==> config.mk <==
export PLATFORM = sky130hd
export DESIGN_NAME = upp_ctrl
export DESIGN_NICKNAME = d
export VERILOG_FILES = /design/src/hdl/upp_pkg.sv /design/src/hdl/upp_sync.sv /design/src/hdl/upp_ctrl.sv
export SDC_FILE = /design/constraint.sdc
export NUM_CORES = 1
export LEC_CHECK = 0
export BUFFER_PORTS_ARGS = -buffer_cell sky130_fd_sc_hd__buf_2
export CAP_MARGIN = 30
export CORE_UTILIZATION = 43
export DETAILED_ROUTE_END_ITERATION = 10
export GPL_ROUTABILITY_DRIVEN = 0
export SETUP_SLACK_MARGIN = 0.3
export SLEW_MARGIN = 10
export SYNTH_ARGS = -nofsm -noshare
export SYNTH_HDL_FRONTEND = slang
export SYNTH_HIERARCHICAL = 1
export SYNTH_SLANG_ARGS = --single-unit
==> constraint.sdc <==
create_clock -name core_clk -period 4.3 [get_ports core_clk]
set_clock_uncertainty 0.1 [all_clocks]
set_input_delay 0 -clock core_clk [delete_from_list [all_inputs] [get_ports core_clk]]
set_output_delay 0 -clock core_clk [all_outputs]
set_load 0.1 [all_outputs]
==> src/hdl/upp_pkg.sv <==
// Overview of operation
// - Raise program voltage to enter programming
// - One low chip select pulse programs location
// - Pulse lasts 45 to 55 ms
// - Any address order, one pulse each
// - No voltage change while select low
// - Address, data, voltage set 2 us early
// - Data and voltage held 2 us after
// - Enable may lag select without penalty
package upp_pkg;
    localparam int CLK_MHZ = 250;
    localparam int ADDR_W = 12;
    localparam int DATA_W = 8;
    localparam logic [DATA_W-1:0] ERASED_BYTE = 8'hff;
    // Read timing in ns, slowest grade
    localparam int SELECT_TO_OUTPUT_NS = 350;
    localparam int ENABLE_TO_OUTPUT_NS = 150;
    localparam int OUTPUT_FLOAT_NS = 130;
    // Programming timing
    localparam int PULSE_WIDTH_MS = 50;
    localparam int SETUP_US = 2;
    localparam int HOLD_US = 2;
    localparam int RECOVERY_US = 2;
    localparam int VERIFY_VALID_US = 1;
    // Cycle counts, least times rounded up
    localparam int ACCESS_CYC = (SELECT_TO_OUTPUT_NS * CLK_MHZ + 999) / 1000 + 1;
    localparam int FLOAT_CYC = (OUTPUT_FLOAT_NS * CLK_MHZ + 999) / 1000 + 1;
    localparam int SETUP_CYC = SETUP_US * CLK_MHZ;
    localparam int HOLD_CYC = HOLD_US * CLK_MHZ;
    localparam int RECOVERY_CYC = RECOVERY_US * CLK_MHZ;
    localparam int VERIFY_CYC = VERIFY_VALID_US * CLK_MHZ + 2;
    localparam int PULSE_CYC = PULSE_WIDTH_MS * 1000 * CLK_MHZ;
    localparam int CNT_W = 24;
    typedef enum logic [1:0] {
        UPP_OP_READ,
        UPP_OP_PROGRAM
    } upp_op_t;
endpackage

==> src/hdl/upp_sync.sv <==
`timescale 1ns/1ps
`default_nettype none
// Two flop synchroniser for the returned data pins
module upp_sync #(
    parameter int W = 8
) (
    // Clock and reset
    input wire logic clk,
    input wire logic rst,
    // Data
    input wire logic [W-1:0] d,
    output logic [W-1:0] q
);
    logic [W-1:0] meta_reg;

    // First stage feeds only the second
    always_ff @(posedge clk or posedge rst) begin
        if (rst) begin
            meta_reg <= '0;
            q <= '0;
        end else begin
            meta_reg <= d;
            q <= meta_reg;
        end
    end
endmodule // upp_sync
`default_nettype wire

==> src/hdl/upp_ctrl.sv <==
`timescale 1ns/1ps
`default_nettype none
// Host side controller for a clockless UV PROM: reads and programs bytes.
// Separate data in and out pins; an outside buffer joins them at the device
// Limitation: one access at a time, no burst or page mode
module upp_ctrl
    import upp_pkg::*;
#(
    // Program pulse in clocks; a bench may shorten it to save run time
    parameter int PULSE_CYCLES = PULSE_CYC
) (
    // Clock and reset
    input wire logic core_clk,
    input wire logic rst,
    // Request side
    input wire logic req_valid,
    output logic req_ready,
    input wire upp_pkg::upp_op_t req_op,
    input wire logic [upp_pkg::ADDR_W-1:0] req_addr,
    input wire logic [upp_pkg::DATA_W-1:0] req_wdata,
    // Answer side
    output logic rsp_valid,
    output logic [upp_pkg::DATA_W-1:0] rsp_rdata,
    output logic rsp_verify_ok,
    // Memory pins
    output logic [upp_pkg::ADDR_W-1:0] mem_addr,
    output logic mem_select_n,
    output logic mem_enable_n,
    output logic mem_prog_voltage_en,
    input wire logic [upp_pkg::DATA_W-1:0] mem_data_i,
    output logic [upp_pkg::DATA_W-1:0] mem_data_o,
    output logic mem_data_oe
);
    import upp_pkg::*;

    // Phases of a read, and of program followed by verify
    typedef enum logic [3:0] {
        UPP_IDLE,
        UPP_RD_WAIT,
        UPP_RD_FLOAT,
        UPP_PG_SETUP,
        UPP_PG_PULSE,
        UPP_PG_HOLD,
        UPP_PG_RECOVER,
        UPP_VF_WAIT,
        UPP_VF_FLOAT
    } upp_state_t;

    upp_state_t state_reg;                  // Current phase of the pin sequence
    logic [CNT_W-1:0] cnt_reg;              // Time counter for current phase
    logic [DATA_W-1:0] wdata_reg;           // Byte being programmed
    logic [DATA_W-1:0] data_sync;           // Returned data, synchronised
    logic cnt_done;                         // Current phase has run its course
    logic rd_close;                         // Read window ends this cycle
    logic vf_close;                         // Verify window ends this cycle

    // Counter reaches zero at the last cycle of a phase
    assign cnt_done = (cnt_reg == '0);
    // Only one request at a time; the pins cannot serve two
    assign req_ready = (state_reg == UPP_IDLE);
    // The answer is taken on the very cycle the window closes
    assign rd_close = (state_reg == UPP_RD_WAIT) && cnt_done;
    assign vf_close = (state_reg == UPP_VF_WAIT) && cnt_done;

    // Pin data is asynchronous to core_clk, so it is resynchronised
    // The two cycles of latency here are allowed for in every wait count,
    // so the byte sampled at the end of a window is already settled
    upp_sync #(
        .W(DATA_W)
    ) u_sync (
        .clk(core_clk),
        .rst(rst),
        .d(mem_data_i),
        .q(data_sync)
    );

    // Written byte, kept for the verify compare
    always_ff @(posedge core_clk or posedge rst) begin
        if (rst) begin
            wdata_reg <= ERASED_BYTE;
        end else if (req_valid && req_ready) begin
            wdata_reg <= req_wdata;
        end
    end

    // Answer registers, kept apart from the pin sequencer
    always_ff @(posedge core_clk or posedge rst) begin
        if (rst) begin
            rsp_valid <= 1'b0;              // No answer pending
            rsp_rdata <= ERASED_BYTE;       // Looks like an erased location
            rsp_verify_ok <= 1'b0;
        end else begin
            // Answer strobe lasts a single cycle
            rsp_valid <= rd_close || vf_close;
            if (rd_close) begin
                // Plain read never claims a verify
                rsp_rdata <= data_sync;
                rsp_verify_ok <= 1'b0;
            end else if (vf_close) begin
                // Only ones may turn to zeros, so a mismatch means a failed cell
                rsp_rdata <= data_sync;
                rsp_verify_ok <= (data_sync == wdata_reg);
            end
        end
    end

    // Sequencer and pin drive
    // Voltage only moves while select is high, so no pulse can see it change
    always_ff @(posedge core_clk or posedge rst) begin
        if (rst) begin
            state_reg <= UPP_IDLE;
            cnt_reg <= '0;                  // Counter idle
            mem_addr <= '0;
            mem_select_n <= 1'b1;           // Standby: device outputs float
            mem_enable_n <= 1'b1;
            mem_prog_voltage_en <= 1'b0;
            mem_data_o <= ERASED_BYTE;
            mem_data_oe <= 1'b0;            // Host data drivers off
        end else begin
            // Counter runs down to zero and rests there
            if (!cnt_done) begin
                cnt_reg <= cnt_reg - 1'b1;
            end
            // One branch per phase of the pin sequence
            case (state_reg)
                UPP_IDLE: begin
                    // Address and data latch when a request is taken
                    if (req_valid) begin
                        mem_addr <= req_addr;   // Any address order accepted
                        if (req_op == UPP_OP_PROGRAM) begin
                            // Voltage, address, data set up while select is high
                            mem_prog_voltage_en <= 1'b1;
                            mem_enable_n <= 1'b1;
                            mem_data_o <= req_wdata;
                            mem_data_oe <= 1'b1;
                            cnt_reg <= CNT_W'(SETUP_CYC);
                            state_reg <= UPP_PG_SETUP;
                        end else begin
                            // Enable with select; no penalty on access
                            mem_select_n <= 1'b0;
                            mem_enable_n <= 1'b0;
                            cnt_reg <= CNT_W'(ACCESS_CYC + 2);
                            state_reg <= UPP_RD_WAIT;
                        end
                    end
                end
                UPP_RD_WAIT: begin
                    // Answer taken in its own block on this same cycle
                    if (cnt_done) begin
                        mem_select_n <= 1'b1;   // Float timed from first high edge
                        mem_enable_n <= 1'b1;
                        cnt_reg <= CNT_W'(FLOAT_CYC);
                        state_reg <= UPP_RD_FLOAT;
                    end
                end
                UPP_RD_FLOAT: begin
                    // Address held until bus floated, covers zero hold
                    if (cnt_done) begin
                        state_reg <= UPP_IDLE;
                    end
                end
                UPP_PG_SETUP: begin
                    // Select falls only after the setup time has passed,
                    // so address, data and voltage are settled at the edge
                    if (cnt_done) begin
                        mem_select_n <= 1'b0;   // Single pulse per location
                        cnt_reg <= CNT_W'(PULSE_CYCLES);
                        state_reg <= UPP_PG_PULSE;
                    end
                end
                UPP_PG_PULSE: begin
                    // Fixed nominal width inside 45..55 ms, never a DC level
                    if (cnt_done) begin
                        mem_select_n <= 1'b1;
                        cnt_reg <= CNT_W'(HOLD_CYC);
                        state_reg <= UPP_PG_HOLD;
                    end
                end
                UPP_PG_HOLD: begin
                    // Data and voltage held after pulse; voltage drops with select high
                    if (cnt_done) begin
                        mem_prog_voltage_en <= 1'b0;
                        mem_data_oe <= 1'b0;
                        cnt_reg <= CNT_W'(RECOVERY_CYC);
                        state_reg <= UPP_PG_RECOVER;
                    end
                end
                UPP_PG_RECOVER: begin
                    // Recovery before verify read
                    if (cnt_done) begin
                        mem_select_n <= 1'b0;
                        mem_enable_n <= 1'b0;
                        cnt_reg <= CNT_W'(VERIFY_CYC);
                        state_reg <= UPP_VF_WAIT;
                    end
                end
                UPP_VF_WAIT: begin
                    // Verify byte sampled after valid delay
                    if (cnt_done) begin
                        // Both controls rise together, so float starts at once
                        mem_select_n <= 1'b1;
                        mem_enable_n <= 1'b1;
                        cnt_reg <= CNT_W'(FLOAT_CYC);
                        state_reg <= UPP_VF_FLOAT;
                    end
                end
                UPP_VF_FLOAT: begin
                    // Wait for the device to let go of the data pins
                    // before a new request can turn the bus around
                    if (cnt_done) begin
                        state_reg <= UPP_IDLE;
                    end
                end
                default: begin
                    // Unused codes fall back to idle
                    state_reg <= UPP_IDLE;
                end
            endcase
        end
    end
endmodule // upp_ctrl
`default_nettype wire

## After elaboration in Yosys (flattened, before gate mapping)

Index checks and enable logic that the tools add are counted.

- Flip-flop bits (word level): 85
- Logic and storage cells: 91

- Add/sub/neg operators: 1
- Equal/unequal tests: 23
- Muxes and demuxes: 33
- Reduce and logical (&&, ||, !) cells: 21

Operator list:

| operator | count |
|---|---|
| $mux 24 | 6 |
| $pmux 24 s5 | 1 |
| $mux 4 | 8 |
| $pmux 4 s8 | 1 |
| $logic_not 24->1 | 1 |
| $sub 24x1->24 const B | 1 |
| $eq 4x3->1 const B | 4 |
| $mux 8 | 2 |
| $ne 2x2->1 const B | 8 |
| $mux 1 | 10 |
| $ne 2x1->1 const B | 5 |
| $mux 9 | 1 |
| $eq 4x2->1 const B | 2 |
| $eq 8x8->1 | 1 |
| $reduce_and 4->1 | 2 |
| $reduce_and 8->1 | 1 |
| $reduce_or 2->1 | 4 |
| $pmux 1 s3 | 2 |
| $reduce_bool 3->1 | 2 |
| $reduce_and 5->1 | 1 |
| $eq 4x1->1 const B | 1 |
| $eq 4x4->1 const B | 1 |
| $logic_not 4->1 | 1 |
| $reduce_bool 2->1 | 2 |
| other kinds (8) | 10 |

## Logic depth before layout (Yosys ltp)

Gate-level depths: netlist (run 1).

- Depth after elaboration: 4
- Gate-level depth with buffers: 8
- Depth with buffers taken out: 7

## Cells and area by module

The synthesis (run 1) kept the hierarchy.

By module, submodules not included:

| module | instances | cells an instance | area each (µm²) | sequential area each (µm²) |
|---|---|---|---|---|
| upp_ctrl | 1 | 346 | 3734.8 | 1759.2 |
| upp_sync | 1 | 17 | 404.1 | 400.4 |

## Worst setup path before layout (run 1)

No wires, ideal clock.

- Path type: flip-flop to flip-flop
- Start: register state_reg[0]
- End: register mem_enable_n
- Arrival time: 3.578 ns
- Slack: 0.532 ns
- Stages on the path, launching flop included: 7
- Path buffers: 2
- Path through: dfrtp_1 clkbuf_1 or2_2 clkbuf_1 nor3_1 o221ai_1 o31ai_1

- Elaborated cells on any way between the ends: 11

RTL lines:

| what | RTL line | RTL |
|---|---|---|
| from (decl) | upp_ctrl.sv:49 | `upp_state_t state_reg;` |
| from (signal assigned) | upp_ctrl.sv:111 | `state_reg <= UPP_IDLE;` |
| from (signal assigned) | upp_ctrl.sv:137 | `state_reg <= UPP_PG_SETUP;` |
| from (signal assigned) | upp_ctrl.sv:143 | `state_reg <= UPP_RD_WAIT;` |
| $logic_not 4->1 * | n/a |  |
| via req_ready | upp_ctrl.sv:17 | `output logic req_ready,` |
| $ne 2x2->1 (no line) or $reduce_bool 3->1 (tied branches) | n/a |  |
| $reduce_and 4->1 (no line) | n/a |  |
| to (signal assigned) | upp_ctrl.sv:115 | `mem_enable_n <= 1'b1;` |
| to (signal assigned) | upp_ctrl.sv:133 | `mem_enable_n <= 1'b1;` |
| to (signal assigned) | upp_ctrl.sv:141 | `mem_enable_n <= 1'b0;` |
| to (decl) | upp_ctrl.sv:28 | `output logic mem_enable_n,` |

Mark *: on every way through the listed nets, which the timed path passes. The rest lies on a longest branch.
A chain may end at the register's enable or synchronous reset.

## Worst setup path after layout (run 1)

- Start: register cnt_reg[7]
- End: register state_reg[1]

- Longest elaborated chain between the ends: 3
- Elaborated cells on any way between the ends: 9

Ends and longest elaborated chain:

| what | RTL line | RTL |
|---|---|---|
| from (decl) | upp_ctrl.sv:50 | `logic [CNT_W-1:0] cnt_reg;` |
| from (signal assigned) | upp_ctrl.sv:122 | `cnt_reg <= cnt_reg - 1'b1;` |
| from (signal assigned) | upp_ctrl.sv:136 | `cnt_reg <= CNT_W'(SETUP_CYC);` |
| from (signal assigned) | upp_ctrl.sv:142 | `cnt_reg <= CNT_W'(ACCESS_CYC + 2);` |
| $logic_not 24->1 * | upp_ctrl.sv:58 | `assign cnt_done = (cnt_reg == '0);` |
| $ne 2x2->1 (no line) or $ne 2x1->1 (tied branches) | n/a |  |
| $reduce_and 8->1 (no line) * | n/a |  |

Every way passes the cells marked *; elsewhere a longest branch is shown, timed or not.

==> impl_metrics.sql, run 1 <==
INSERT INTO impl_metrics (metric_group, metric, value, unit) VALUES
('synth', 'dominantRegCellSynth', 'sky130_fd_sc_hd__dfrtp_1', ''),
('synth', 'ys_warn_count', '6', ''),
('placement', 'preCtsSetupSlack', '1.36', 'ns'),
('critical_path', 'worst_path_max_delay_cell', 'sky130_fd_sc_hd__nor3_2', ''),
('die', 'io_pins', '68', ''),
('final_layout', 'final_cell_area', '0.00514', 'sq mm'),
('synth', 'synth-seq-cells', '85', ''),
('timing', 'finalWorstPathRequiredPeriod', '2.89', 'ns'),
('placement', 'port_buffers', '67', ''),
('die', 'placeableCoreArea', '0.00928', 'sq mm'),
('clock_network', 'cts_root_buf', 'sky130_fd_sc_hd__clkbuf_8', ''),
('die', 'die_h', '100', 'um'),
('detailed_routing', 'ant_nets', '0', ''),
('final_layout', 'syn_to_final_growth', '24.2', '%'),
('clock_network', 'clock_tree.buffer_depth', '2', ''),
('final_layout', 'register_area', '0.00216', 'sq mm'),
('timing', 'timing.final.hold_violations', '0', ''),
('critical_path', 'required', '4.45', 'ns'),
('final_layout', 'largest_register_ffs', '24', ''),
('critical_path', 'critical-path-max-stage-delay', '0.87', 'ns'),
('detailed_routing', 'wire_per_inst', '16.6', 'um'),
('power', 'swShare', '0.381', ''),
('power', 'post-layout-total-power', '2.29', 'mW'),
('die', 'die_width', '100', 'um'),
('clock_network', 'tritoncts', 'done', ''),
('final_layout', 'num-nets-final', '493', ''),
('global_route', 'grt_first_pass_wirelength', '16600', 'um'),
('hold_path', 'timing.hold.worst.class', 'in2async', ''),
('run_status', 'status', 'finished clean', ''),
('die', 'floorplan.initialDensity', '0.446', ''),
('final_layout', 'num-fill-cells', '812', ''),
('detailed_routing', 'drt_pre_antenna_iters', '4', ''),
('clock_network', 'post-cts-setup-buffers', '0', ''),
('timing', 'grt_setup_unrepaired', 'no', ''),
('power', 'p_comb_frac', '0.273', ''),
('placement', 'hpwlAfterDp', '6610', 'um'),
('clock_network', 'cts_repair_resize_count', '0', ''),
('synth', 'yosys.cell_types.count', '61', ''),
('detailed_routing', 'drt-initial-drc-count', '136', ''),
('die', 'row_count', '35', ''),
('synth', 'synth_top_area_cell', 'sky130_fd_sc_hd__dfrtp_1', ''),
('detailed_routing', 'detailroute.via_count', '3285', ''),
('die', 'design.die.area', '0.0100', 'sq mm'),
('timing', 'achievable-frequency', '346', 'MHz'),
('final_layout', 'layout-drive-gt1-share', '0.374', ''),
('critical_path', 'setup.worst_path.start_class', 'flop', ''),
('timing', 'count_of_final_setup_violators', '0', ''),
('flow_run', 'max-cap-violations', '0', ''),
('synth', 'synthCells', '363', ''),
('timing', 'min_period_over_period', '0.671', ''),
('timing', 'setup_tns', '0', 'ns'),
('critical_path', 'top_fanout_value_on_the_critical_path', '15', ''),
('detailed_routing', 'residual_drc_count', '0', ''),
('final_layout', 'multi_input_comb_area', '0.00185', 'sq mm'),
('synth', 'edff_count_synth', '0', ''),
('critical_path', 'r2r.worst_path.cells', '5', ''),
('final_layout', 'finish.utilization', '0.554', ''),
('synth', 'synthesis.area_per_instance', '11.4', 'sq um'),
('synth', 'ys_seq_area_frac', '0.522', ''),
('power', 'power_per_cell_area', '445', 'mW/mm^2'),
('clock_network', 'clkSlewWorstSetupHoldPaths', '0.09', 'ns'),
('global_route', 'grt_antenna_before_repair', '0', ''),
('timing', 'worst_pin_slew', '0.965', 'ns'),
('critical_path', 'critical_register_to_register_path_endpoint', 'state_reg[1]$_DFFE_PP0P_', ''),
('placement', 'detailed_place.area', '0.00458', 'sq mm'),
('power', 'share_seq_of_total_power', '0.459', ''),
('global_route', 'grt_start_max_net_pins', '70', ''),
('timing', 'slew_headroom', '0.353', ''),
('detailed_routing', 'viasPerCell', '5.56', ''),
('critical_path', 'arrival', '3.04', 'ns'),
('clock_network', 'htree_levels', '3', '');
worst max-delay path by stage:
stage / cells past startpoint / startpoint / slack (ns) / endpoint
3_3_place_gp: 5 / cnt_reg[12]$_DFF_PP0_ / 1.23 / cnt_reg[18]$_DFF_PP0_
3_5_place_dp: 5 / state_reg[1]$_DFFE_PP0P_ / 1.36 / cnt_reg[5]$_DFF_PP0_
2_1_floorplan: 6 / state_reg[0]$_DFFE_PP0P_ / 0.53 / mem_enable_n$_DFFE_PP1P_
6_report: 5 / cnt_reg[7]$_DFF_PP0_ / 1.41 / state_reg[1]$_DFFE_PP0P_
5_1_grt: 5 / cnt_reg[12]$_DFF_PP0_ / 1.19 / state_reg[1]$_DFFE_PP0P_
4_1_cts: 5 / state_reg[1]$_DFFE_PP0P_ / 1.33 / cnt_reg[5]$_DFF_PP0_
worst reg2reg max path, stage by stage, from the launching register on:
cell and delay (ns):
sky130_fd_sc_hd__dfrtp_1 0.43, sky130_fd_sc_hd__nor4_1 0.50, sky130_fd_sc_hd__nand2_2 0.33, sky130_fd_sc_hd__nor3_2 0.87
sky130_fd_sc_hd__o21ai_0 0.22, sky130_fd_sc_hd__a32o_1 0.32
timing repair:
item | CTS | global route
setup endpoints to repair | 0 | 0
hold buffers | 30 | 0
endpoints found under the hold margin | 96 | 0
cell type report:
class | count | area share
inverters | 10 | 0.00730
flip-flops and latches | 85 | 0.420
clock buffers | 9 | 0.0241
multi-input cells | 247 | 0.359
repair buffers | 104 | 0.140
clock inverters | 7 | 0.0178
well taps | 129 | 0.0314
routing by layer:
| layer | up-vias | global-route usage | part of all wire |
|---|---|---|---|
| li1 | 1544 | - | - |
| met1 | 1602 | 0.281 | 0.46 |
| met2 | 115 | 0.336 | 0.47 |
| met3 | 24 | 0.0501 | 0.052 |
| met4 | 0 | 0.0858 | 0.025 |
| met5 | - | 0 | 0 |
cells in the mapped netlist, types with 2 or more instances:
library cell / count
sky130_fd_sc_hd__nand2_1: 17
sky130_fd_sc_hd__inv_1: 10
sky130_fd_sc_hd__o21ai_1: 2
sky130_fd_sc_hd__nand2b_1: 7
sky130_fd_sc_hd__buf_4: 3
sky130_fd_sc_hd__xor2_1: 2
sky130_fd_sc_hd__nor4b_1: 3
sky130_fd_sc_hd__nor4_1: 9
sky130_fd_sc_hd__nor3_1: 14
sky130_fd_sc_hd__a21boi_0: 2
sky130_fd_sc_hd__dfrtp_1: 59
sky130_fd_sc_hd__mux2_2: 37
sky130_fd_sc_hd__nand3_2: 2
sky130_fd_sc_hd__and3_1: 2
sky130_fd_sc_hd__nor4_2: 2
sky130_fd_sc_hd__and2_1: 3
sky130_fd_sc_hd__a31oi_1: 4
sky130_fd_sc_hd__nand4b_1: 3
sky130_fd_sc_hd__nor3_2: 2
sky130_fd_sc_hd__o31ai_1: 9
sky130_fd_sc_hd__or3_1: 3
sky130_fd_sc_hd__clkbuf_1: 10
sky130_fd_sc_hd__or4_1: 2
sky130_fd_sc_hd__dfstp_2: 26
sky130_fd_sc_hd__a21oi_1: 13
sky130_fd_sc_hd__a311oi_1: 10
sky130_fd_sc_hd__o32a_1: 2
sky130_fd_sc_hd__o21ai_0: 9
sky130_fd_sc_hd__nor2b_1: 4
sky130_fd_sc_hd__a211oi_1: 7
sky130_fd_sc_hd__o31a_1: 2
sky130_fd_sc_hd__nor2_1: 25
sky130_fd_sc_hd__buf_1: 2
sky130_fd_sc_hd__nor4_4: 4
sky130_fd_sc_hd__o221ai_1: 2
sky130_fd_sc_hd__buf_2: 6
sky130_fd_sc_hd__nand3_1: 4
sky130_fd_sc_hd__xnor2_1: 10
sky130_fd_sc_hd__ha_1: 3
sky130_fd_sc_hd__nand4_1: 6
cells in the final DEF, fill, tap and decap left out, types with 4 or more instances in the layout:
cell	count
sky130_fd_sc_hd__buf_2	67
sky130_fd_sc_hd__dfrtp_1	59
sky130_fd_sc_hd__mux2_2	37
sky130_fd_sc_hd__dlygate4sd3_1	30
sky130_fd_sc_hd__dfstp_2	26
sky130_fd_sc_hd__nor2_1	24
sky130_fd_sc_hd__nand2_1	17
sky130_fd_sc_hd__nor3_1	14
sky130_fd_sc_hd__a21oi_1	13
sky130_fd_sc_hd__a311oi_1	10
sky130_fd_sc_hd__xnor2_1	10
sky130_fd_sc_hd__nor4_1	9
sky130_fd_sc_hd__inv_1	9
sky130_fd_sc_hd__o21ai_0	9
sky130_fd_sc_hd__o31ai_1	9
sky130_fd_sc_hd__clkbuf_8	9
sky130_fd_sc_hd__nand2b_1	7
sky130_fd_sc_hd__a211oi_1	7
sky130_fd_sc_hd__nand4_1	6
sky130_fd_sc_hd__nor4_4	4
sky130_fd_sc_hd__nor2b_1	4
sky130_fd_sc_hd__nand3_1	4
sky130_fd_sc_hd__a31oi_1	4
sky130_fd_sc_hd__buf_4	4
power by group through the flow:
stage               clock network, mW  registers, mW  logic (mW)
floorplan                           0           1.24       0.287
global placement                    0           1.06       0.591
detailed placement                  0           1.06       0.598
CTS                             0.628           1.05       0.621
global route                    0.660           1.07       0.675
finish                          0.612           1.05       0.625
stage by stage:
step           std cells  hold slack [ns]
5_1_grt              591           0.0477
4_1_cts              589            0.143
6_report             591           0.0319
2_1_floorplan        363           -0.186
3_3_place_gp         541          0.00725
3_5_place_dp         543          0.00933
logic make-up (layout without fill, tap and decap cells):
family | after synthesis | after routing | synth area share
muxes | 38 | 38 | 0.103
adders and majority gates | 3 | 3 | 0.00907
and+or+nand+nor | 121 | 121 | 0.183
xor gates and xnor gates | 12 | 12 | 0.0254
buffers and inverters | 31 | 130 | 0.0327
AOI/OAI and AO/OA | 73 | 73 | 0.125
DFF | 85 | 85 | 0.522
Power figures use the tool's default switching activity.
==> run 2: changes to the inputs <==
- ABC_AREA: not set -> 1
- clock period: 4.3 -> 3 ns (I/O delays scaled with it)
==> run 2 against run 1 <==
Critical path depth is 5 higher. Die area is 6.6% higher. Flip-flop and latch count stayed put. Register-to-register slack worse by 0.54 ns. Clock-buffer cell count stayed put. Non-clock buffer count is 5 lower. Sequential power is 68% higher. Power grew to 2.5 times the previous value. Via count is 19% higher. Wire length is 12% higher.
==> impl_metrics.sql, run 2 <==
INSERT INTO impl_metrics (metric_group, metric, value, unit) VALUES
('power', 'vdd_ir_drop_max', '1.08', 'mV'),
('synth', 'synthCells', '560', ''),
('global_route', 'groute.usage.overall', '0.225', ''),
('placement', 'port_buffers', '67', ''),
('power', 'power_leakage', '2.87', 'nW'),
('clock_network', 'clock_tree.buffer_depth', '2', ''),
('detailed_routing', 'drt-total-wl', '11000', 'um'),
('power', 'post-layout-total-power', '5.75', 'mW'),
('clock_network', 'tritoncts', 'done', ''),
('timing', 'timing.final.hold_violations', '0', ''),
('power', 'swShare', '0.545', ''),
('synth', 'synth_top_area_cell', 'sky130_fd_sc_hd__dfrtp_1', ''),
('timing', 'grt_setup_unrepaired', 'no', ''),
('critical_path', 'timing.setup.critical_path_class', 'reg2reg', ''),
('final_layout', 'final_cell_area', '0.00539', 'sq mm'),
('final_layout', 'largest_register_ffs', '24', ''),
('die', 'design.die.area', '0.0107', 'sq mm'),
('synth', 'synthesis.area_per_instance', '7.89', 'sq um'),
('synth', 'async_reset_ff_frac', '1.00', ''),
('synth', 'synth-seq-cells', '85', ''),
('global_route', 'grt_first_pass_wirelength', '18000', 'um'),
('detailed_routing', 'drt-initial-drc-count', '161', ''),
('global_route', 'overflow', '0', ''),
('final_layout', 'num-nets-final', '697', ''),
('detailed_routing', 'residual_drc_count', '0', ''),
('power', 'p_comb_frac', '0.547', ''),
('power', 'share_seq_of_total_power', '0.306', ''),
('clock_network', 'post-cts-setup-buffers', '0', ''),
('clock_network', 'cts_root_buf', 'sky130_fd_sc_hd__clkbuf_8', ''),
('synth', 'ys_warn_count', '6', ''),
('global_route', 'first_global_vias', '3813', ''),
('clock_network', 'tritoncts_num_sinks', '85', ''),
('die', 'floorplan.initialDensity', '0.448', ''),
('critical_path', 'required', '3.14', 'ns'),
('power', 'p_sw', '3.13', 'mW'),
('timing', 'setup_tns', '0', 'ns'),
('power', 'cell_internal_pwr', '2.62', 'mW'),
('power', 'clock_power_share', '0.147', ''),
('synth', 'synth.net_count', '596', ''),
('critical_path', 'arrival', '2.27', 'ns'),
('hold_path', 'worstHoldPathCells', '3', ''),
('clock_network', 'htree_levels', '3', ''),
('clock_network', 'cts_made_buffers', '9', ''),
('critical_path', 'r2r.worst_path.cells', '10', ''),
('power', 'power_per_cell_area', '1070', 'mW/mm^2'),
('detailed_routing', 'ant_nets', '0', ''),
('final_layout', 'syn_to_final_growth', '22.1', '%'),
('final_layout', 'leading_cell_types_in_the_layout_fill_and_taps_excluded', 'sky130_fd_sc_hd__nand2_1 (199), sky130_fd_sc_hd__nor2_1 (69), sky130_fd_sc_hd__buf_2 (67), sky130_fd_sc_hd__dfrtp_1 (59), sky130_fd_sc_hd__inv_1 (48)', ''),
('critical_path', 'setup.worst_path.start_class', 'flop', ''),
('timing', 'slew_headroom', '0.575', ''),
('synth', 'ys_seq_area_frac', '0.489', ''),
('final_layout', 'layout-drive-gt1-share', '0.237', ''),
('timing', 'finalWorstPathRequiredPeriod', '2.13', 'ns'),
('die', 'io_pins', '68', ''),
('die', 'placeableCoreArea', '0.00986', 'sq mm'),
('synth', 'portion_of_synthesized_cell_area_occupied_by_the_leading_cell_type', '0.334', ''),
('die', 'die_h', '103', 'um'),
('timing', 'count_of_final_setup_violators', '0', ''),
('detailed_routing', 'wire_per_inst', '13.8', 'um'),
('timing', 'achievable-frequency', '469', 'MHz'),
('timing', 'worst_pin_slew', '0.636', 'ns'),
('placement', 'detailed_place.area', '0.00489', 'sq mm'),
('synth', 'yosys-top-cells-area', 'sky130_fd_sc_hd__dfrtp_1 (33%), sky130_fd_sc_hd__nand2_1 (17%), sky130_fd_sc_hd__dfstp_2 (15%)', ''),
('synth', 'edff_count_synth', '0', ''),
('synth', 'dominantRegCellSynth', 'sky130_fd_sc_hd__dfrtp_1', ''),
('detailed_routing', 'detailroute.via_count', '3900', ''),
('placement', 'hpwlAfterDp', '7980', 'um'),
('global_route', 'grt_antenna_before_repair', '0', ''),
('die', 'row_count', '36', ''),
('clock_network', 'clock_insertion_delay_at_the_later_pin_of_the_skew_report', '0.36', 'ns'),
('synth', 'yosysMostFrequentCell', 'sky130_fd_sc_hd__nand2_1', ''),
('clock_network', 'clkSlewWorstSetupHoldPaths', '0.09', 'ns'),
('run_status', 'status', 'finished clean', ''),
('critical_path', 'top_fanout_value_on_the_critical_path', '14', ''),
('hold_path', 'timing.hold.worst.class', 'in2reg', ''),
('die', 'die_width', '103', 'um'),
('synth', 'syn-cell-area', '0.00442', 'sq mm'),
('synth', 'synth.top_cells.by_count', 'sky130_fd_sc_hd__nand2_1 (199), sky130_fd_sc_hd__nor2_1 (69), sky130_fd_sc_hd__dfrtp_1 (59)', ''),
('critical_path', 'critical_path.endpoint_type', 'flop', ''),
('detailed_routing', 'viasPerCell', '4.88', ''),
('synth', 'yosys.cell_types.count', '36', ''),
('timing', 'maxSlewViolCount', '0', ''),
('timing', 'min_period_over_period', '0.710', ''),
('final_layout', 'antenna_cells', '0', ''),
('global_route', 'grt_start_max_net_pins', '70', ''),
('flow_run', 'max-cap-violations', '0', ''),
('detailed_routing', 'drt_pre_antenna_iters', '7', ''),
('final_layout', 'most_common_cell_after_layout_fill_and_taps_aside', 'sky130_fd_sc_hd__nand2_1', '');
## run 2: cell families after synthesis
logic type                 after synthesis  share of synthesized area
adders and majority gates                3                    0.00849
AOI/OAI and AO/OA                       41                     0.0566
and+or+nand+nor                        348                      0.354
xor gates and xnor gates                14                     0.0277
DFF                                     85                      0.489
buffers and inverters                   69                     0.0646
## run 2: path summary, 6_finish.rpt
check                                              from                         to  slack [ns]
setup / recovery                  cnt_reg[10]$_DFF_PP0_   state_reg[1]$_DFFE_PP0P_        0.87
hold / removal                                req_op[0]  mem_data_o[1]$_DFFE_PP1P_        0.04
setup reg to reg                  cnt_reg[10]$_DFF_PP0_   state_reg[1]$_DFFE_PP0P_        0.87
hold reg to reg            u_sync/meta_reg[0]$_DFF_PP0_      u_sync/q[0]$_DFF_PP0_        0.26
max in group asynchronous                           rst      u_sync/q[6]$_DFF_PP0_        2.20
min in group asynchronous                           rst        rsp_valid$_DFF_PP0_        0.18
## run 2: routing by layer
layer  vias to the layer above  global-route usage  share of wire
li1                       1959                   -              -
met1                      1808               0.279           0.44
met2                       113               0.380           0.49
met3                        20              0.0491          0.054
met4                         0              0.0932          0.019
met5                         -                   0              0
## run 2: area by class of cell
cell class	instances	area (sq um)
Fill cell	914	4470
Multi-Input combinational cell	406	1970
Timing Repair Buffer	99	663
Inverter	60	225
Tap cell	133	166
Sequential cell	85	2160
Clock inverter	7	81.3
Clock buffer	9	124
## run 2: critical path: stages (launching register included)
cell and delay (ns):
sky130_fd_sc_hd__dfrtp_1 0.43, sky130_fd_sc_hd__nor2_1 0.17, sky130_fd_sc_hd__nand2_1 0.19, sky130_fd_sc_hd__nor2_8 0.20
sky130_fd_sc_hd__nand3_2 0.35, sky130_fd_sc_hd__nand2_1 0.16, sky130_fd_sc_hd__inv_1 0.07, sky130_fd_sc_hd__nor2_2 0.10
sky130_fd_sc_hd__nand2_2 0.11, sky130_fd_sc_hd__nand2_1 0.07, sky130_fd_sc_hd__o21ai_1 0.06
## run 2: repair_timing
item                      CTS  global route
hold endpoints to repair  122             0
hold buffers               30             0
gates resized for setup     0             0
## run 2: power groups by stage
stage | clock [mW] | sequential, mW | combinational (mW)
floorplan | 0 | 2.84 | 1.48
global placement | 0 | 1.77 | 3.08
detailed placement | 0 | 1.78 | 3.11
CTS | 0.870 | 1.76 | 3.15
global route | 0.908 | 1.80 | 3.40
finish | 0.845 | 1.76 | 3.14
## run 2: through the flow
stage                     instances  utilization  hold slack [ns]  setup WS, ns
after floorplan                 560            -           -0.186         0.785
after global placement          753        0.496          0.00835         0.883
after detailed placement        753        0.496          0.00932         0.884
after CTS                       799        0.547           0.0340         0.871
after global routing            799        0.547           0.0589         0.675
final                           799        0.547           0.0427         0.870
==> run 3: changes to the inputs <==
- clock period: 3 -> 2.02 ns (I/O delays scaled with it)
==> run 3 against run 2 <==
Critical path depth grew 1. Via count increased by 10%. First-iteration DRC count rose by 23%. Combinational power up 83%. Global-route usage grew 2.7 points. Power increased by 67%. Flip-flop and latch count did not move. Register-to-register slack got worse by 0.79 ns. Clock power increased by 44%. Clock-buffer cell count is the same. Fmax increased by 10%. Non-clock buffer count up 59.
==> impl_metrics.sql, run 3 (same netlist as run 2, synthesis figures left out) <==
INSERT INTO impl_metrics (metric_group, metric, value, unit) VALUES
('detailed_routing', 'drt-total-wl', '12700', 'um'),
('clock_network', 'htree_levels', '3', ''),
('clock_network', 'cts_made_buffers', '9', ''),
('final_layout', 'finalNonFillerCells', '860', ''),
('clock_network', 'tritoncts_num_sinks', '85', ''),
('detailed_routing', 'drt-initial-drc-count', '198', ''),
('detailed_routing', 'viasPerCell', '4.99', ''),
('power', 'vdd_ir_drop_max', '1.20', 'mV'),
('die', 'io_pins', '68', ''),
('critical_path', 'timing.setup.critical_path_class', 'reg2reg', ''),
('final_layout', 'antenna_cells', '0', ''),
('final_layout', 'leading_cell_types_in_the_layout_fill_and_taps_excluded', 'sky130_fd_sc_hd__nand2_1 (169), sky130_fd_sc_hd__buf_2 (66), sky130_fd_sc_hd__dfrtp_1 (51), sky130_fd_sc_hd__buf_4 (48), sky130_fd_sc_hd__nor2_1 (43)', ''),
('timing', 'min_period_over_period', '0.959', ''),
('global_route', 'grt_start_max_net_pins', '70', ''),
('clock_network', 'clkSlewWorstSetupHoldPaths', '0.10', 'ns'),
('critical_path', 'setup.worst_path.start_class', 'flop', ''),
('timing', 'count_of_final_setup_violators', '0', ''),
('clock_network', 'tritoncts', 'done', ''),
('detailed_routing', 'ant_nets', '0', ''),
('die', 'floorplan.initialDensity', '0.448', ''),
('die', 'row_count', '36', ''),
('power', 'power_leakage', '3.23', 'nW'),
('detailed_routing', 'residual_drc_count', '0', ''),
('die', 'design.die.area', '0.0107', 'sq mm'),
('clock_network', 'clock_insertion_delay_at_the_later_pin_of_the_skew_report', '0.36', 'ns'),
('critical_path', 'crit-reg2reg-launch', 'cnt_reg[0]$_DFF_PP0_', ''),
('power', 'power_per_cell_area', '1510', 'mW/mm^2'),
('clock_network', 'cts_root_buf', 'sky130_fd_sc_hd__clkbuf_8', ''),
('clock_network', 'clock_tree.buffer_depth', '2', ''),
('placement', 'dp_cells', '775', ''),
('global_route', 'groute.usage.overall', '0.251', ''),
('die', 'die_h', '103', 'um'),
('detailed_routing', 'drt_pre_antenna_iters', '6', ''),
('timing', 'worst_pin_slew', '0.593', 'ns'),
('critical_path', 'arrival', '2.09', 'ns'),
('die', 'die_width', '103', 'um'),
('hold_path', 'beginning_of_the_worst_hold_path', 'req_op[1]', ''),
('hold_path', 'timing.hold.worst.class', 'in2reg', ''),
('timing', 'achievable-frequency', '516', 'MHz'),
('timing', 'grt_setup_unrepaired', 'yes', ''),
('timing', 'slew_headroom', '0.604', ''),
('final_layout', 'most_common_cell_after_layout_fill_and_taps_aside', 'sky130_fd_sc_hd__nand2_1', ''),
('final_layout', 'layout-drive-gt1-share', '0.428', ''),
('timing', 'finalWorstPathRequiredPeriod', '1.94', 'ns'),
('critical_path', 'critical_path.endpoint_type', 'flop', ''),
('run_status', 'status', 'finished clean', ''),
('die', 'placeableCoreArea', '0.00986', 'sq mm'),
('timing', 'setup_tns', '0', 'ns'),
('placement', 'port_buffers', '67', ''),
('global_route', 'grt_first_pass_wirelength', '20300', 'um'),
('detailed_routing', 'wire_per_inst', '14.7', 'um'),
('global_route', 'overflow', '0', ''),
('placement', 'hpwlAfterDp', '8340', 'um'),
('timing', 'timing.final.hold_violations', '0', ''),
('timing', 'maxSlewViolCount', '0', ''),
('final_layout', 'num-nets-final', '758', ''),
('critical_path', 'crit_start', 'cnt_reg[0]$_DFF_PP0_', ''),
('detailed_routing', 'detailroute.via_count', '4294', ''),
('flow_run', 'max-cap-violations', '0', ''),
('global_route', 'first_global_vias', '4312', ''),
('global_route', 'grt_antenna_before_repair', '0', ''),
('final_layout', 'largest_register_ffs', '24', ''),
('final_layout', 'syn_to_final_growth', '43.9', '%'),
('critical_path', 'top_fanout_value_on_the_critical_path', '5', ''),
('critical_path', 'required', '2.17', 'ns');
run 3: metrics by stage:
step	util	instance area, sq um	setup slack, ns	hold slack [ns]	total power [mW]
finish	0.644	6360	0.0829	0.0291	9.61
global route	0.644	6360	-0.0173	0.0358	10.2
CTS	0.605	5970	0.133	0.00864	9.06
detailed placement	0.520	5130	-0.0480	0.00932	7.50
global placement	0.520	5130	-0.0949	0.00755	7.46
floorplan	-	4510	0.223	-0.186	6.56
run 3: worst paths after layout:
check / to / slack [ns] / cells after the start
max: cnt_reg[9]$_DFF_PP0_ / 0.08 / 11
min: mem_data_o[0]$_DFFE_PP1P_ / 0.03 / 5
max reg2reg: cnt_reg[9]$_DFF_PP0_ / 0.08 / 11
min reg2reg: u_sync/q[3]$_DFF_PP0_ / 0.24 / 0
max in group asynchronous: u_sync/q[2]$_DFF_PP0_ / 1.26 / 3
min in group asynchronous: u_sync/q[1]$_DFF_PP0_ / 0.17 / 3
run 3: per-layer routing:
layer | global-route usage | routed length, um | up-vias
met5 | 0 | 0 | -
met4 | 0.127 | 356 | 0
met3 | 0.0397 | 668 | 33
met2 | 0.416 | 6330 | 133
met1 | 0.321 | 5300 | 2042
li1 | - | - | 2086
run 3: cell type report:
| type | instances | area (sq um) |
|---|---|---|
| fillers | 806 | 3510 |
| multi-input cells | 407 | 2390 |
| flip-flops and latches | 85 | 2170 |
| repair buffers | 158 | 1170 |
| inverters | 60 | 245 |
| well taps | 133 | 166 |
| clock buffers | 9 | 124 |
| clock inverters | 7 | 76.3 |
| repair inverters | 1 | 8.76 |
run 3: where the power goes:
part	leakage (nW)	switching, mW	internal [mW]
Sequential	1.00	0.360	2.29
Combinational	2.13	4.12	1.62
Clock	0.103	0.727	0.492
run 3: timing repair:
action / CTS / global route
setup buffers: 26 / 11
gates resized for setup: 39 / 85
pin swaps: 18 / 30
endpoints found under the hold margin: 123 / 0
setup endpoints to repair: 42 / 53
cloned: 1 / 1
hold buffers: 30 / 0
run 3: critical path, cell delays in order (launching register included):
cell	delay (ns)
sky130_fd_sc_hd__dfrtp_1	0.40
sky130_fd_sc_hd__inv_2	0.10
sky130_fd_sc_hd__ha_4	0.16
sky130_fd_sc_hd__inv_2	0.05
sky130_fd_sc_hd__nor2_4	0.08
sky130_fd_sc_hd__nand2_2	0.07
sky130_fd_sc_hd__nor2_4	0.13
sky130_fd_sc_hd__nand3_4	0.15
sky130_fd_sc_hd__nand2_4	0.12
sky130_fd_sc_hd__nand2_4	0.07
sky130_fd_sc_hd__nor3b_4	0.30
sky130_fd_sc_hd__nor2_1	0.09
